==> src/design/oag_defines.svh <==
// Constants of the operand address generator: register offsets,
// control field positions and reset values.
// Assumes inclusion by bare name from the design files.
`ifndef OAG_DEFINES_SVH
`define OAG_DEFINES_SVH

// ----------------------------------------------------------------
// Register byte offsets on the Wishbone bus
// ----------------------------------------------------------------
`define OAG_ADR_CTRL 8'h00
`define OAG_ADR_XSTART 8'h04
`define OAG_ADR_XEND 8'h08
`define OAG_ADR_YSTART 8'h0C
`define OAG_ADR_YEND 8'h10
`define OAG_ADR_LAST_EA 8'h14

// ----------------------------------------------------------------
// Control register fields
// ----------------------------------------------------------------
`define OAG_XSEL_LSB 0
`define OAG_XSEL_MSB 3
`define OAG_YSEL_LSB 4
`define OAG_YSEL_MSB 7
`define OAG_Y_EN_BIT 14
`define OAG_X_EN_BIT 15
`define OAG_SEL_OFF 4'hF

// ----------------------------------------------------------------
// Reset values and fixed widths
// ----------------------------------------------------------------
`define OAG_CTRL_RST 16'h00FF
`define OAG_BOUND_RST 16'h0000
`define OAG_NUM_CFG 5
`define OAG_FILE_BITS 13

`endif

==> src/design/oag_pkg.sv <==
// Types of the operand address generator: modes, request and
// result carriers, bus state.
// Assumes oag_defines.svh holds all numeric constants.
package oag_pkg;

  // Addressing and operand forms for one slot
  typedef enum logic [3:0] {
    M_FILE = 4'h0, M_DIRECT = 4'h1, M_IND = 4'h2, M_POST = 4'h3,
    M_PRE = 4'h4, M_IDX = 4'h5, M_LITOFF = 4'h6, M_LIT5 = 4'h7,
    M_BRA = 4'h8, M_INTERRUPT_DISABLE_INSTR = 4'h9
  } oag_mode_t;

  // Multiply-accumulate prefetch forms
  typedef enum logic [2:0] {
    MAC_IND = 3'h0, MAC_POST2 = 3'h1, MAC_POST4 = 3'h2,
    MAC_POST6 = 3'h3, MAC_IDX = 3'h4
  } oag_mac_mode_t;

  // One address slot: mode, space, pointer and its step
  typedef struct packed {
    oag_mode_t mode;
    logic space_y;
    logic [3:0] wn_idx;
    logic [15:0] wn_val;
    logic [15:0] step;
  } oag_slot_t;

  // Decoder request: source and destination share one offset
  typedef struct packed {
    logic valid;
    oag_slot_t src;
    oag_slot_t dst;
    logic [15:0] ofs_val;
    logic [15:0] lit;
  } oag_req_t;

  // Dual prefetch request
  typedef struct packed {
    logic valid;
    logic x_sel;
    oag_mac_mode_t x_mode;
    logic y_sel;
    oag_mac_mode_t y_mode;
    logic [15:0] w8;
    logic [15:0] w9;
    logic [15:0] w10;
    logic [15:0] w11;
    logic [15:0] ofs_val;
  } oag_mac_t;

  // Result of one slot
  typedef struct packed {
    logic valid;
    logic [15:0] ea;
    logic [15:0] opnd;
    logic wr_en;
    logic [3:0] wr_idx;
    logic [15:0] wr_val;
    logic circ;
  } oag_res_t;

  // Bus slave states
  typedef enum logic [1:0] {
    BUS_IDLE = 2'b01, BUS_ACK = 2'b10
  } oag_bus_state_t;

endpackage
==> src/design/oag_addr_gen.sv <==
// Operand address generator with circular-buffer correction and
// a classic Wishbone register slave.
// Assumes the decoder supplies pointer values; results follow one
// clock later, and write-backs go to the register file outside.
//
// Added by the designer: the register addresses and register access over Wishbone.
`timescale 1ns/1ps
`include "oag_defines.svh"

// Summary of operation
// - File address is 13-bit direct, low 8192
// - Operand one always a direct working register
// - Post-modify: old pointer is address, then step
// - Pre-modify: step pointer first, use result
// - Indexed: pointer plus offset register
// - Literal offset: pointer plus instruction literal
// - Move slots share one offset register field
// - Prefetch: 8/9 to X, 10/11 to Y
// - Prefetch indexing only on registers 9, 11
// - Prefetch: indirect, post 2/4/6, indexed only
// - Branch 16-bit signed, disable 14-bit unsigned
// - One X buffer, one Y buffer, any pointer but 15
// - Check upper bound rising, lower falling
// - Power-of-two buffers check both bounds
// - Length from 16-bit start/end, 32K words
// - Y circular addresses keep bit 0 clear
// - X select bits 3:0, enable bit 15
// - Y select bits 7:4, enable bit 14
// - Bound compare beyond, not only equal
// - Write back wrapped pointer only when modified
module oag_addr_gen (
  // Clock and reset
  input wire logic mclk,
  input wire logic rst_b,
  // Decoder requests
  input wire oag_pkg::oag_req_t req_i,
  input wire oag_pkg::oag_mac_t mac_i,
  // Results: slot 0 source, 1 destination, 2 prefetch X, 3 Y
  output oag_pkg::oag_res_t [3:0] res_o,
  output logic [15:0] op1_o,
  output logic mac_bad_o,
  // Wishbone slave
  input wire logic wb_cyc_i,
  input wire logic wb_stb_i,
  input wire logic wb_we_i,
  input wire logic [7:0] wb_adr_i,
  input wire logic [3:0] wb_sel_i,
  input wire logic [31:0] wb_dat_i,
  output logic [31:0] wb_dat_o,
  output logic wb_ack_o
);

  // ----------------------------------------------------------------
  // Functions
  // ----------------------------------------------------------------

  // Map bus address to register index, 7 when unmapped
  function automatic logic [2:0] reg_idx(input logic [7:0] adr);
    logic [2:0] i;
    i = 3'h7;
    if (adr[7:5] == 3'h0 && adr[4:2] <= 3'h5)
      i = adr[4:2];
    return i;
  endfunction

  // Wrap an address back into the buffer
  function automatic logic [15:0] wrap(input logic [15:0] a,
    input logic dn, input logic [15:0] s, input logic [15:0] e);
    logic [16:0] len;
    logic p2;
    logic [15:0] r;
    len = {1'b0, e} - {1'b0, s} + 17'h0_0001;
    p2 = (len & (len - 17'h0_0001)) == 17'h0_0000;
    r = a;
    if ((!dn || p2) && a > e)
      r = a - len[15:0];
    else if ((dn || p2) && a < s)
      r = a + len[15:0];
    return r;
  endfunction

  // Turn a prefetch request into a slot
  function automatic oag_pkg::oag_slot_t mac_slot(
    input oag_pkg::oag_mac_mode_t m, input logic y, input logic sel,
    input logic [15:0] va, input logic [15:0] vb);
    oag_pkg::oag_slot_t s;
    s.space_y = y;
    s.wn_idx = {1'b1, 1'b0, y, sel};
    s.wn_val = sel ? vb : va;
    s.step = 16'h0000;
    s.mode = oag_pkg::M_IND;
    case (m)
      oag_pkg::MAC_POST2:
      begin
        s.mode = oag_pkg::M_POST;
        s.step = 16'h0002;
      end
      oag_pkg::MAC_POST4:
      begin
        s.mode = oag_pkg::M_POST;
        s.step = 16'h0004;
      end
      oag_pkg::MAC_POST6:
      begin
        s.mode = oag_pkg::M_POST;
        s.step = 16'h0006;
      end
      // Indexing only on the odd pointer
      oag_pkg::MAC_IDX:
        s.mode = sel ? oag_pkg::M_IDX : oag_pkg::M_IND;
      default:
        s.mode = oag_pkg::M_IND;
    endcase
    return s;
  endfunction

  // Effective address of one slot
  function automatic oag_pkg::oag_res_t calc(
    input oag_pkg::oag_slot_t s, input logic v,
    input logic [15:0] ofs, input logic [15:0] lit,
    input logic [15:0] ctl, input logic [15:0] xs,
    input logic [15:0] xe, input logic [15:0] ys,
    input logic [15:0] ye);
    oag_pkg::oag_res_t r;
    logic act;
    logic modif;
    logic [15:0] delta;
    logic [15:0] sum;
    r = '0;
    r.valid = v;
    r.wr_idx = s.wn_idx;
    // Circular selection per space
    if (s.space_y)
      act = ctl[`OAG_Y_EN_BIT] &&
        ctl[`OAG_YSEL_MSB:`OAG_YSEL_LSB] != `OAG_SEL_OFF &&
        ctl[`OAG_YSEL_MSB:`OAG_YSEL_LSB] == s.wn_idx;
    else
      act = ctl[`OAG_X_EN_BIT] &&
        ctl[`OAG_XSEL_MSB:`OAG_XSEL_LSB] != `OAG_SEL_OFF &&
        ctl[`OAG_XSEL_MSB:`OAG_XSEL_LSB] == s.wn_idx;
    // Pointer adjustment for each mode
    case (s.mode)
      oag_pkg::M_POST, oag_pkg::M_PRE: delta = s.step;
      oag_pkg::M_IDX: delta = ofs;
      oag_pkg::M_LITOFF: delta = lit;
      default: delta = 16'h0000;
    endcase
    modif = s.mode inside {oag_pkg::M_POST, oag_pkg::M_PRE,
      oag_pkg::M_IDX, oag_pkg::M_LITOFF};
    sum = s.wn_val + delta;
    // Circular correction, direction from sign of adjustment
    if (act && modif)
      sum = s.space_y ? wrap(sum, delta[15], ys, ye) :
        wrap(sum, delta[15], xs, xe);
    r.circ = act;
    case (s.mode)
      oag_pkg::M_FILE:
        r.ea = {3'b000, lit[`OAG_FILE_BITS-1:0]};
      oag_pkg::M_DIRECT:
        r.opnd = s.wn_val;
      oag_pkg::M_IND:
        r.ea = s.wn_val;
      // Old pointer addresses, stepped value written back
      oag_pkg::M_POST:
      begin
        r.ea = s.wn_val;
        r.wr_en = 1'b1;
        r.wr_val = sum;
      end
      // Stepped value both addresses and is written back
      oag_pkg::M_PRE:
      begin
        r.ea = sum;
        r.wr_en = 1'b1;
        r.wr_val = sum;
      end
      // Offset forms leave the pointer untouched
      oag_pkg::M_IDX, oag_pkg::M_LITOFF:
        r.ea = sum;
      oag_pkg::M_LIT5:
        r.opnd = {11'h000, lit[4:0]};
      oag_pkg::M_BRA:
        r.opnd = lit;
      oag_pkg::M_INTERRUPT_DISABLE_INSTR:
        r.opnd = {2'b00, lit[13:0]};
      default:
        r.ea = 16'h0000;
    endcase
    // Y buffer holds words only
    if (act && s.space_y)
    begin
      r.ea[0] = 1'b0;
      r.wr_val[0] = 1'b0;
    end
    if (!v)
      r.wr_en = 1'b0;
    return r;
  endfunction

  // ----------------------------------------------------------------
  // Configuration and bus state
  // ----------------------------------------------------------------
  oag_pkg::oag_bus_state_t bus_reg, bus_next; // Slave state
  logic [15:0] cfg_reg [0:`OAG_NUM_CFG-1]; // Control and bounds
  logic [15:0] cfg_next [0:`OAG_NUM_CFG-1];
  logic [31:0] dat_reg, dat_next; // Read data
  logic [15:0] last_ea_reg, last_ea_next; // Last source address
  logic [2:0] rd_idx; // Decoded bus index

  // ----------------------------------------------------------------
  // Address datapath
  // ----------------------------------------------------------------
  oag_pkg::oag_slot_t [3:0] slot; // Assembled slots
  logic [3:0] slot_v; // Slot valid
  oag_pkg::oag_res_t [3:0] res_reg, res_next; // Slot results
  logic [15:0] op1_reg, op1_next; // Register-direct operand
  logic mac_bad_reg, mac_bad_next; // Illegal prefetch form

  // Slot assembly from both request ports
  always_comb
  begin
    slot[0] = req_i.src;
    slot[1] = req_i.dst;
    slot[2] = mac_slot(mac_i.x_mode, 1'b0, mac_i.x_sel, mac_i.w8,
      mac_i.w9);
    slot[3] = mac_slot(mac_i.y_mode, 1'b1, mac_i.y_sel, mac_i.w10,
      mac_i.w11);
    slot_v = {mac_i.valid, mac_i.valid, req_i.valid, req_i.valid};
  end

  // One generator per slot
  genvar g;
  generate
    for (g = 0; g < 4; g++)
    begin : gen_slot
      // Prefetch slots take the prefetch offset
      always_comb
        res_next[g] = calc(slot[g], slot_v[g],
          (g >= 2) ? mac_i.ofs_val : req_i.ofs_val, req_i.lit,
          cfg_reg[0], cfg_reg[1], cfg_reg[2], cfg_reg[3],
          cfg_reg[4]);
    end
  endgenerate

  // Operand one and prefetch legality
  always_comb
  begin
    op1_next = req_i.valid ? req_i.ofs_val : op1_reg;
    mac_bad_next = mac_i.valid &&
      ((mac_i.x_mode == oag_pkg::MAC_IDX && !mac_i.x_sel) ||
       (mac_i.y_mode == oag_pkg::MAC_IDX && !mac_i.y_sel) ||
       mac_i.x_mode > oag_pkg::MAC_IDX ||
       mac_i.y_mode > oag_pkg::MAC_IDX);
    last_ea_next = req_i.valid ? res_next[0].ea : last_ea_reg;
  end

  // Result registers
  always_ff @(posedge mclk or negedge rst_b)
  begin
    if (!rst_b)
    begin
      res_reg <= '0;
      op1_reg <= 16'h0000;
      mac_bad_reg <= 1'b0;
      last_ea_reg <= 16'h0000;
    end
    else
    begin
      res_reg <= res_next;
      op1_reg <= op1_next;
      mac_bad_reg <= mac_bad_next;
      last_ea_reg <= last_ea_next;
    end
  end

  assign res_o = res_reg;
  assign op1_o = op1_reg;
  assign mac_bad_o = mac_bad_reg;

  // ----------------------------------------------------------------
  // Wishbone slave
  // ----------------------------------------------------------------

  // Next state, read capture and byte-lane writes
  always_comb
  begin
    bus_next = bus_reg;
    dat_next = dat_reg;
    for (int i = 0; i < `OAG_NUM_CFG; i++)
      cfg_next[i] = cfg_reg[i];
    rd_idx = reg_idx(wb_adr_i);
    case (bus_reg)
      // Take request, latch read data
      oag_pkg::BUS_IDLE:
        if (wb_cyc_i && wb_stb_i)
        begin
          bus_next = oag_pkg::BUS_ACK;
          if (rd_idx < 3'h5)
            dat_next = {16'h0000, cfg_reg[rd_idx]};
          else if (rd_idx == 3'h5)
            dat_next = {16'h0000, last_ea_reg};
          else
            dat_next = 32'h0000_0000;
        end
      // Write lands on the acknowledging edge
      oag_pkg::BUS_ACK:
      begin
        bus_next = oag_pkg::BUS_IDLE;
        if (wb_we_i && rd_idx < 3'h5)
        begin
          if (wb_sel_i[0])
            cfg_next[rd_idx][7:0] = wb_dat_i[7:0];
          if (wb_sel_i[1])
            cfg_next[rd_idx][15:8] = wb_dat_i[15:8];
        end
      end
      default:
        bus_next = oag_pkg::BUS_IDLE;
    endcase
  end

  // Bus and configuration registers
  always_ff @(posedge mclk or negedge rst_b)
  begin
    if (!rst_b)
    begin
      bus_reg <= oag_pkg::BUS_IDLE;
      dat_reg <= 32'h0000_0000;
      cfg_reg[0] <= `OAG_CTRL_RST;
      for (int i = 1; i < `OAG_NUM_CFG; i++)
        cfg_reg[i] <= `OAG_BOUND_RST;
    end
    else
    begin
      bus_reg <= bus_next;
      dat_reg <= dat_next;
      for (int i = 0; i < `OAG_NUM_CFG; i++)
        cfg_reg[i] <= cfg_next[i];
    end
  end

  assign wb_ack_o = bus_reg == oag_pkg::BUS_ACK;
  assign wb_dat_o = dat_reg;

  logic [15:0] chk_idx_sum; // Expected indexed address
  assign chk_idx_sum = req_i.src.wn_val + req_i.ofs_val;
endmodule

==> config.mk <==
export PLATFORM = sky130hd
export DESIGN_NAME = oag_addr_gen
export DESIGN_NICKNAME = d
export VERILOG_FILES = /design/src/design/oag_pkg.sv /design/src/design/oag_addr_gen.sv
export VERILOG_INCLUDE_DIRS = /design/src /design/src/design
export SDC_FILE = /design/constraint.sdc
export NUM_CORES = 1
export LEC_CHECK = 0
export BUFFER_PORTS_ARGS = -buffer_cell sky130_fd_sc_hd__buf_2
export CAP_MARGIN = 20
export CORE_UTILIZATION = 54
export DETAILED_ROUTE_END_ITERATION = 6
export PLACE_DENSITY_LB_ADDON = 0.15
export SYNTH_ARGS = -nofsm -noshare
export SYNTH_HDL_FRONTEND = slang
export SYNTH_SLANG_ARGS = --single-unit
==> constraint.sdc <==
create_clock -name mclk -period 5 [get_ports mclk]
set_input_delay 1 -clock mclk [delete_from_list [all_inputs] [get_ports mclk]]
set_output_delay 1 -clock mclk [all_outputs]
set_load 0.05 [all_outputs]
==> out/qor.csv, run 1 <==
metric,value,unit
# rows,91,
io pins,523,
Worst EP post-GRT repair,last_ea_reg[11]$_DFFE_PN0P_/D,
Initial Utilization,54.9,%
Failed at,global routing,
placed cell count,6333,
Mapped Area,34100,um^2
height of the die,253,um
stop err,[ERROR GRT-0232] Routing congestion too high. Check the congestion heatmap in the GUI.,
"Top FF cell, synth",dfrtp_1,
GPL Wtd Cong,1.13,
DP HPWL,138000,um
Post-synth EDFFs,0,
Clock Sinks,344,
#FFs+latches synth,344,
htree depth,2,
Clock Tree Root,clkbuf_16,
"Seq/Total Area, Yosys",25.3,%
worst-case clock buffer depth,3,
# hold bufs at CTS,0,
Die X,253,um
asr flop ratio synth,100,%
GRT Overall Usage,74.6,%
Inserted Clock Buffers,39,
gr ovfl total,291,
outcome,stopped before the end,
largest net degree at the start of global routing,145,
Mean Syn Cell Area,8.61,um^2
Synthesis Warnings,0,
Yosys cell types,103,
I/O Buffers,483,
Post-Syn Instances,3959,
worst ep type,register data pin,
[cells by family after synthesis]
| kind of cell | count (synthesis) | synth area share, % |
|---|---|---|
| AO/OA/AOI/OAI | 1369 | 27.8 |
| AND/OR/NAND/NOR | 1003 | 14.4 |
| adder cells (fa/ha/maj) | 509 | 19.1 |
| buffers and inverters | 451 | 5.31 |
| flip-flops | 344 | 25.3 |
| multiplexers | 142 | 4.55 |
| XOR/XNOR | 139 | 3.57 |
| other | 2 | 0.0220 |
[cell usage after synthesis (19+ instances only)]
master,number,area share (%)
and2_1,54,0.99
a21o_1,104,2.3
a21oi_1,297,4.4
a22o_1,37,0.95
o211ai_1,39,0.86
o31ai_1,41,0.90
nor3_1,89,1.3
a222oi_1,41,1.2
nand2b_1,40,0.73
xor2_1,60,1.5
nand3_1,71,1.0
a211oi_1,51,1.1
o21ai_1,20,0.29
clkbuf_1,133,1.5
nand4_1,35,0.64
or2_2,19,0.35
ha_1,490,18
buf_4,24,0.53
dfrtp_1,335,25
nor3b_1,24,0.53
a22oi_1,44,0.97
o21a_1,34,0.75
o21ai_0,236,3.5
nor2b_1,31,0.57
o22ai_1,27,0.50
a221oi_1,35,0.90
nor2_1,305,3.4
o21bai_1,66,1.5
mux2i_1,39,1.1
a31oi_1,47,0.86
nand2_1,224,2.5
mux2_2,102,3.4
nor4_1,22,0.40
inv_1,267,2.9
and3_1,24,0.44
xnor2_1,79,2.0
[timing repair]
action                     CTS
resized for setup          385
setup endpoints to repair  142
buffers inserted            94
pin swaps                  227
gates cloned                10
[metrics by stage]
stage	setup slack (ps)	TNS, ps	instance area, um^2
2_1_floorplan	-1710	-165310	35200
3_3_place_gp	-1930	-202140	46900
3_5_place_dp	-2100	-222440	46900
4_1_cts	-1150	-104160	50800
[metal layers]
layer / GRT overflow / global-route usage (%)
met1: 10 / 77.2
met2: 127 / 90.5
met3: 31 / 60.3
met4: 118 / 66.2
met5: 5 / 32.4
==> inputs of run 2 (changes only) <==
--- a/config.mk
+++ b/config.mk
@@ -8,7 +8,7 @@
 export LEC_CHECK = 0
 export BUFFER_PORTS_ARGS = -buffer_cell sky130_fd_sc_hd__buf_2
 export CAP_MARGIN = 20
-export CORE_UTILIZATION = 54
+export CORE_UTILIZATION = 39
 export DETAILED_ROUTE_END_ITERATION = 6
 export PLACE_DENSITY_LB_ADDON = 0.15
 export SYNTH_ARGS = -nofsm -noshare
==> constraint.sdc (replaced) <==
create_clock -name mclk -period 6.5 [get_ports mclk]
set_input_delay 1.3 -clock mclk [delete_from_list [all_inputs] [get_ports mclk]]
set_output_delay 1.3 -clock mclk [all_outputs]
set_load 0.05 [all_outputs]
==> out/qor.csv, run 2 <==
metric,value,unit,change
GRT Overall Usage,35.9,%,
PwrDens,201,nW/um^2,
"Top FF cell, synth",dfrtp_1,,
Final setup viols,37,,
Post-synth top cells,"490 x ha_1, 335 x dfrtp_1, 305 x nor2_1, 297 x a21oi_1, 267 x inv_1",,
Critical Path Source Type,input pin,,
CTS tree,yes,,
clk slew on worst S/H paths,60,ps,
r2r endpoint,res_o[53],,
clock share of power,26.5,%,
outcome,"complete, but fails checks",,
"commonest non-fill, non-tap cells in the layout","846 x buf_4, 477 x ha_1, 477 x buf_2",,
P_sw,3.97,mW,
Mean Syn Cell Area,8.61,um^2,unchanged
placed cell count,6312,,-0.33%
Max-Slew Margin vs Limit,23.8,%,
worst hold stages,2,,
fin. max-slew vios,0,,
Synthesis Warnings,0,,unchanged
antenna violations before repair,7,,
fmax,148,MHz,
final wirelength,166000,um,
Detail Route Antenna Nets,0,,
Clock Sinks,344,,unchanged
# hold bufs at CTS,0,,unchanged
"most common cell after layout, fill and taps aside",buf_4,,
Hold Fails Final Rpt,0,,
Final TNS setup,-2630,ps,
Inserted Clock Buffers,43,,+10%
drt wl/cell,25.7,um,
most common cell in the netlist,ha_1,,
core area,86600,um^2,
I/O Buffers,483,,unchanged
full die area,88500,um^2,
# rows,108,,+19%
global-route wire length before repair,236000,um,
WHS,478,ps,
worst path bufs/invs,4,,
sw frac,40.9,%,
r2r setup slk,310,ps,
DP HPWL,136000,um,-1.9%
worst-case clock buffer depth,3,,unchanged
critical path class,input pin to register,,
Top delay family on crit path,compound AO/OA/AOI/OAI gates,,
Post-Syn Instances,3959,,unchanged
top post-synthesis cells by area,"dfrtp_1 25%, ha_1 18%, a21oi_1 4.4%, o21ai_0 3.5%, mux2_2 3.4%",,
"slowest stage delay, CP",400,ps,
Hold Crit Start,wb_dat_o[8],,
CP max FO,8,,
Initial Utilization,39.3,%,-16 points
max_cap viols,0,,
largest net degree at the start of global routing,153,,
critical path endpoint category,register,,
minimum clock period,6740,ps,
Clock Tree Root,clkbuf_16,,
power consumption,9.71,mW,
"Seq/Total Area, Yosys",25.3,%,unchanged
Max Clock Skew,29.6,ps,
Post-synth EDFFs,0,,unchanged
Min-Delay Endpoint,wb_dat_o[8],,
unrepaired setup endpoints after global routing,true,,
asr flop ratio synth,100,%,unchanged
post-synth top area share,24.6,%,unchanged
drt drc,21,,
Yosys cell types,103,,unchanged
gr ovfl total,0,,
internal power,5.74,mW,
drt via density,5.88,,
setup ws final,-239,ps,
final net count,6033,,
final std cells w/o fill,6466,,
pre-CTS WS,-1010,ps,+1090 ps
Leak,24.1,nW,
vias in the first global route,35600,,
Die X,298,um,+18%
Initial DRC Count,3770,,
Mapped Area,34100,um^2,unchanged
GPL Wtd Cong,1.02,,-9.5%
fraction of power consumed by sequential logic,24.0,%,
maximum vdd ir drop,0.209,mV,
#FFs+latches synth,344,,unchanged
period utilization,104,%,
pin slew with the least headroom to its limit,1140,ps,
clk_lat worst skew,650,ps,
htree depth,2,,unchanged
io pins,523,,unchanged
height of the die,298,um,+18%
"Slowest-stage cell, CP",fa_2,,
max FFs per register,213,,
worst hold path class,register to register,,
DR vias,38000,,
area grow syn2layout,41.4,%,
Comb pwr share,49.5,%,
violated checks,"DRC, setup timing",,
R2R Path Start,cfg_reg[1],,
DR pass1 iterations,7,,
"area leader, netlist",dfrtp_1,,
layout cells sized above 1,36.4,%,
crit path DAT,7240,ps,
Worst EP required,7000,ps,
worst-case reg-to-reg path depth,26,,
## run 2: cell counts after synthesis
No cell type changed its count.
## run 2: power groups by stage
stage	clock, mW	combinational [mW]	sequential, mW
after floorplan	0	1.96	2.69
after global placement	0	4.28	2.36
after detailed placement	0	4.30	2.36
after CTS	2.60	4.35	2.33
after global routing	2.67	5.09	2.34
final	2.57	4.81	2.33
## run 2: kinds of logic after synthesis
family / synth area share, %
multiplexers: 4.55
buffers and inverters: 5.31
AND/OR/NAND/NOR: 14.4
other: 0.0220
XOR/XNOR: 3.57
adder cells (fa/ha/maj): 19.1
AO/OA/AOI/OAI: 27.8
flip-flops: 25.3
## run 2: layer usage
| layer | track usage (%) | up-vias | share of wire, % | routed length, um |
|---|---|---|---|---|
| li1 | - | 17400 | - | - |
| met1 | 48.3 | 18500 | 42 | 70700 |
| met2 | 55.9 | 1766 | 44 | 73500 |
| met3 | 7.06 | 361 | 8.5 | 14100 |
| met4 | 15.5 | 4 | 4.9 | 8090 |
| met5 | 0 | - | 0.018 | 30 |
## run 2: worst register-to-register path, cell delays in order (launching register included)
cell and delay [ps]:
dfrtp_1 420, inv_1 170, ha_1 310, inv_1 40, ha_1 220, fa_1 560, a21o_1 250, a21oi_1 340
xnor2_1 280, buf_4 240, ha_1 290, nor4bb_2 310, a2111oi_1 80, o21ai_1 170, nor4_1 90, buf_4 140
o41a_1 470, o31a_1 330, buf_4 140, a21oi_1 150, o31a_1 180, nor2_1 60, o21ai_2 200, mux2_4 350
a31oi_4 140, buf_4 120, nand2_1 40
## run 2: metrics by stage
stage	cell area (um^2)	utilization [%]
2_1_floorplan	34800	-
3_3_place_gp	44500	51.3
3_5_place_dp	44500	51.4
4_1_cts	46200	53.3
5_1_grt	48200	55.6
6_report	48200	55.6
## run 2: area by class of cell
cell class                 instances  area, um^2
antenna                            5        12.5
clock buffer                      59        1230
clock inverter                    20         262
fill                            8109       38400
inverter                         269        1020
multi-input combinational       3217       25800
sequential                       344        8620
tap                             1155        1450
timing repair buffer            1397        9840
## run 2: how the worst max path moves through the flow
stage / start / depth (start not counted) / slack (ps) / to
2_1_floorplan: req_i[112] / 31 / -510 / last_ea_reg[12]
4_1_cts: req_i[112] / 30 / -40 / last_ea_reg[2]
6_report: req_i[112] / 30 / -240 / last_ea_reg[2]
3_5_place_dp: req_i[112] / 29 / -1010 / last_ea_reg[8]
3_3_place_gp: req_i[112] / 29 / -1040 / last_ea_reg[8]
5_1_grt: req_i[112] / 30 / -410 / last_ea_reg[2]
## run 2: timing repair
item / in CTS / in global routing
endpoints found under the setup margin: 72 / 136
pin swaps: 20 / 157
resized for setup: 36 / 320
gates cloned: 0 / 5
buffers inserted: 6 / 69
No activity file was read; power rests on OpenSTA's default activity.
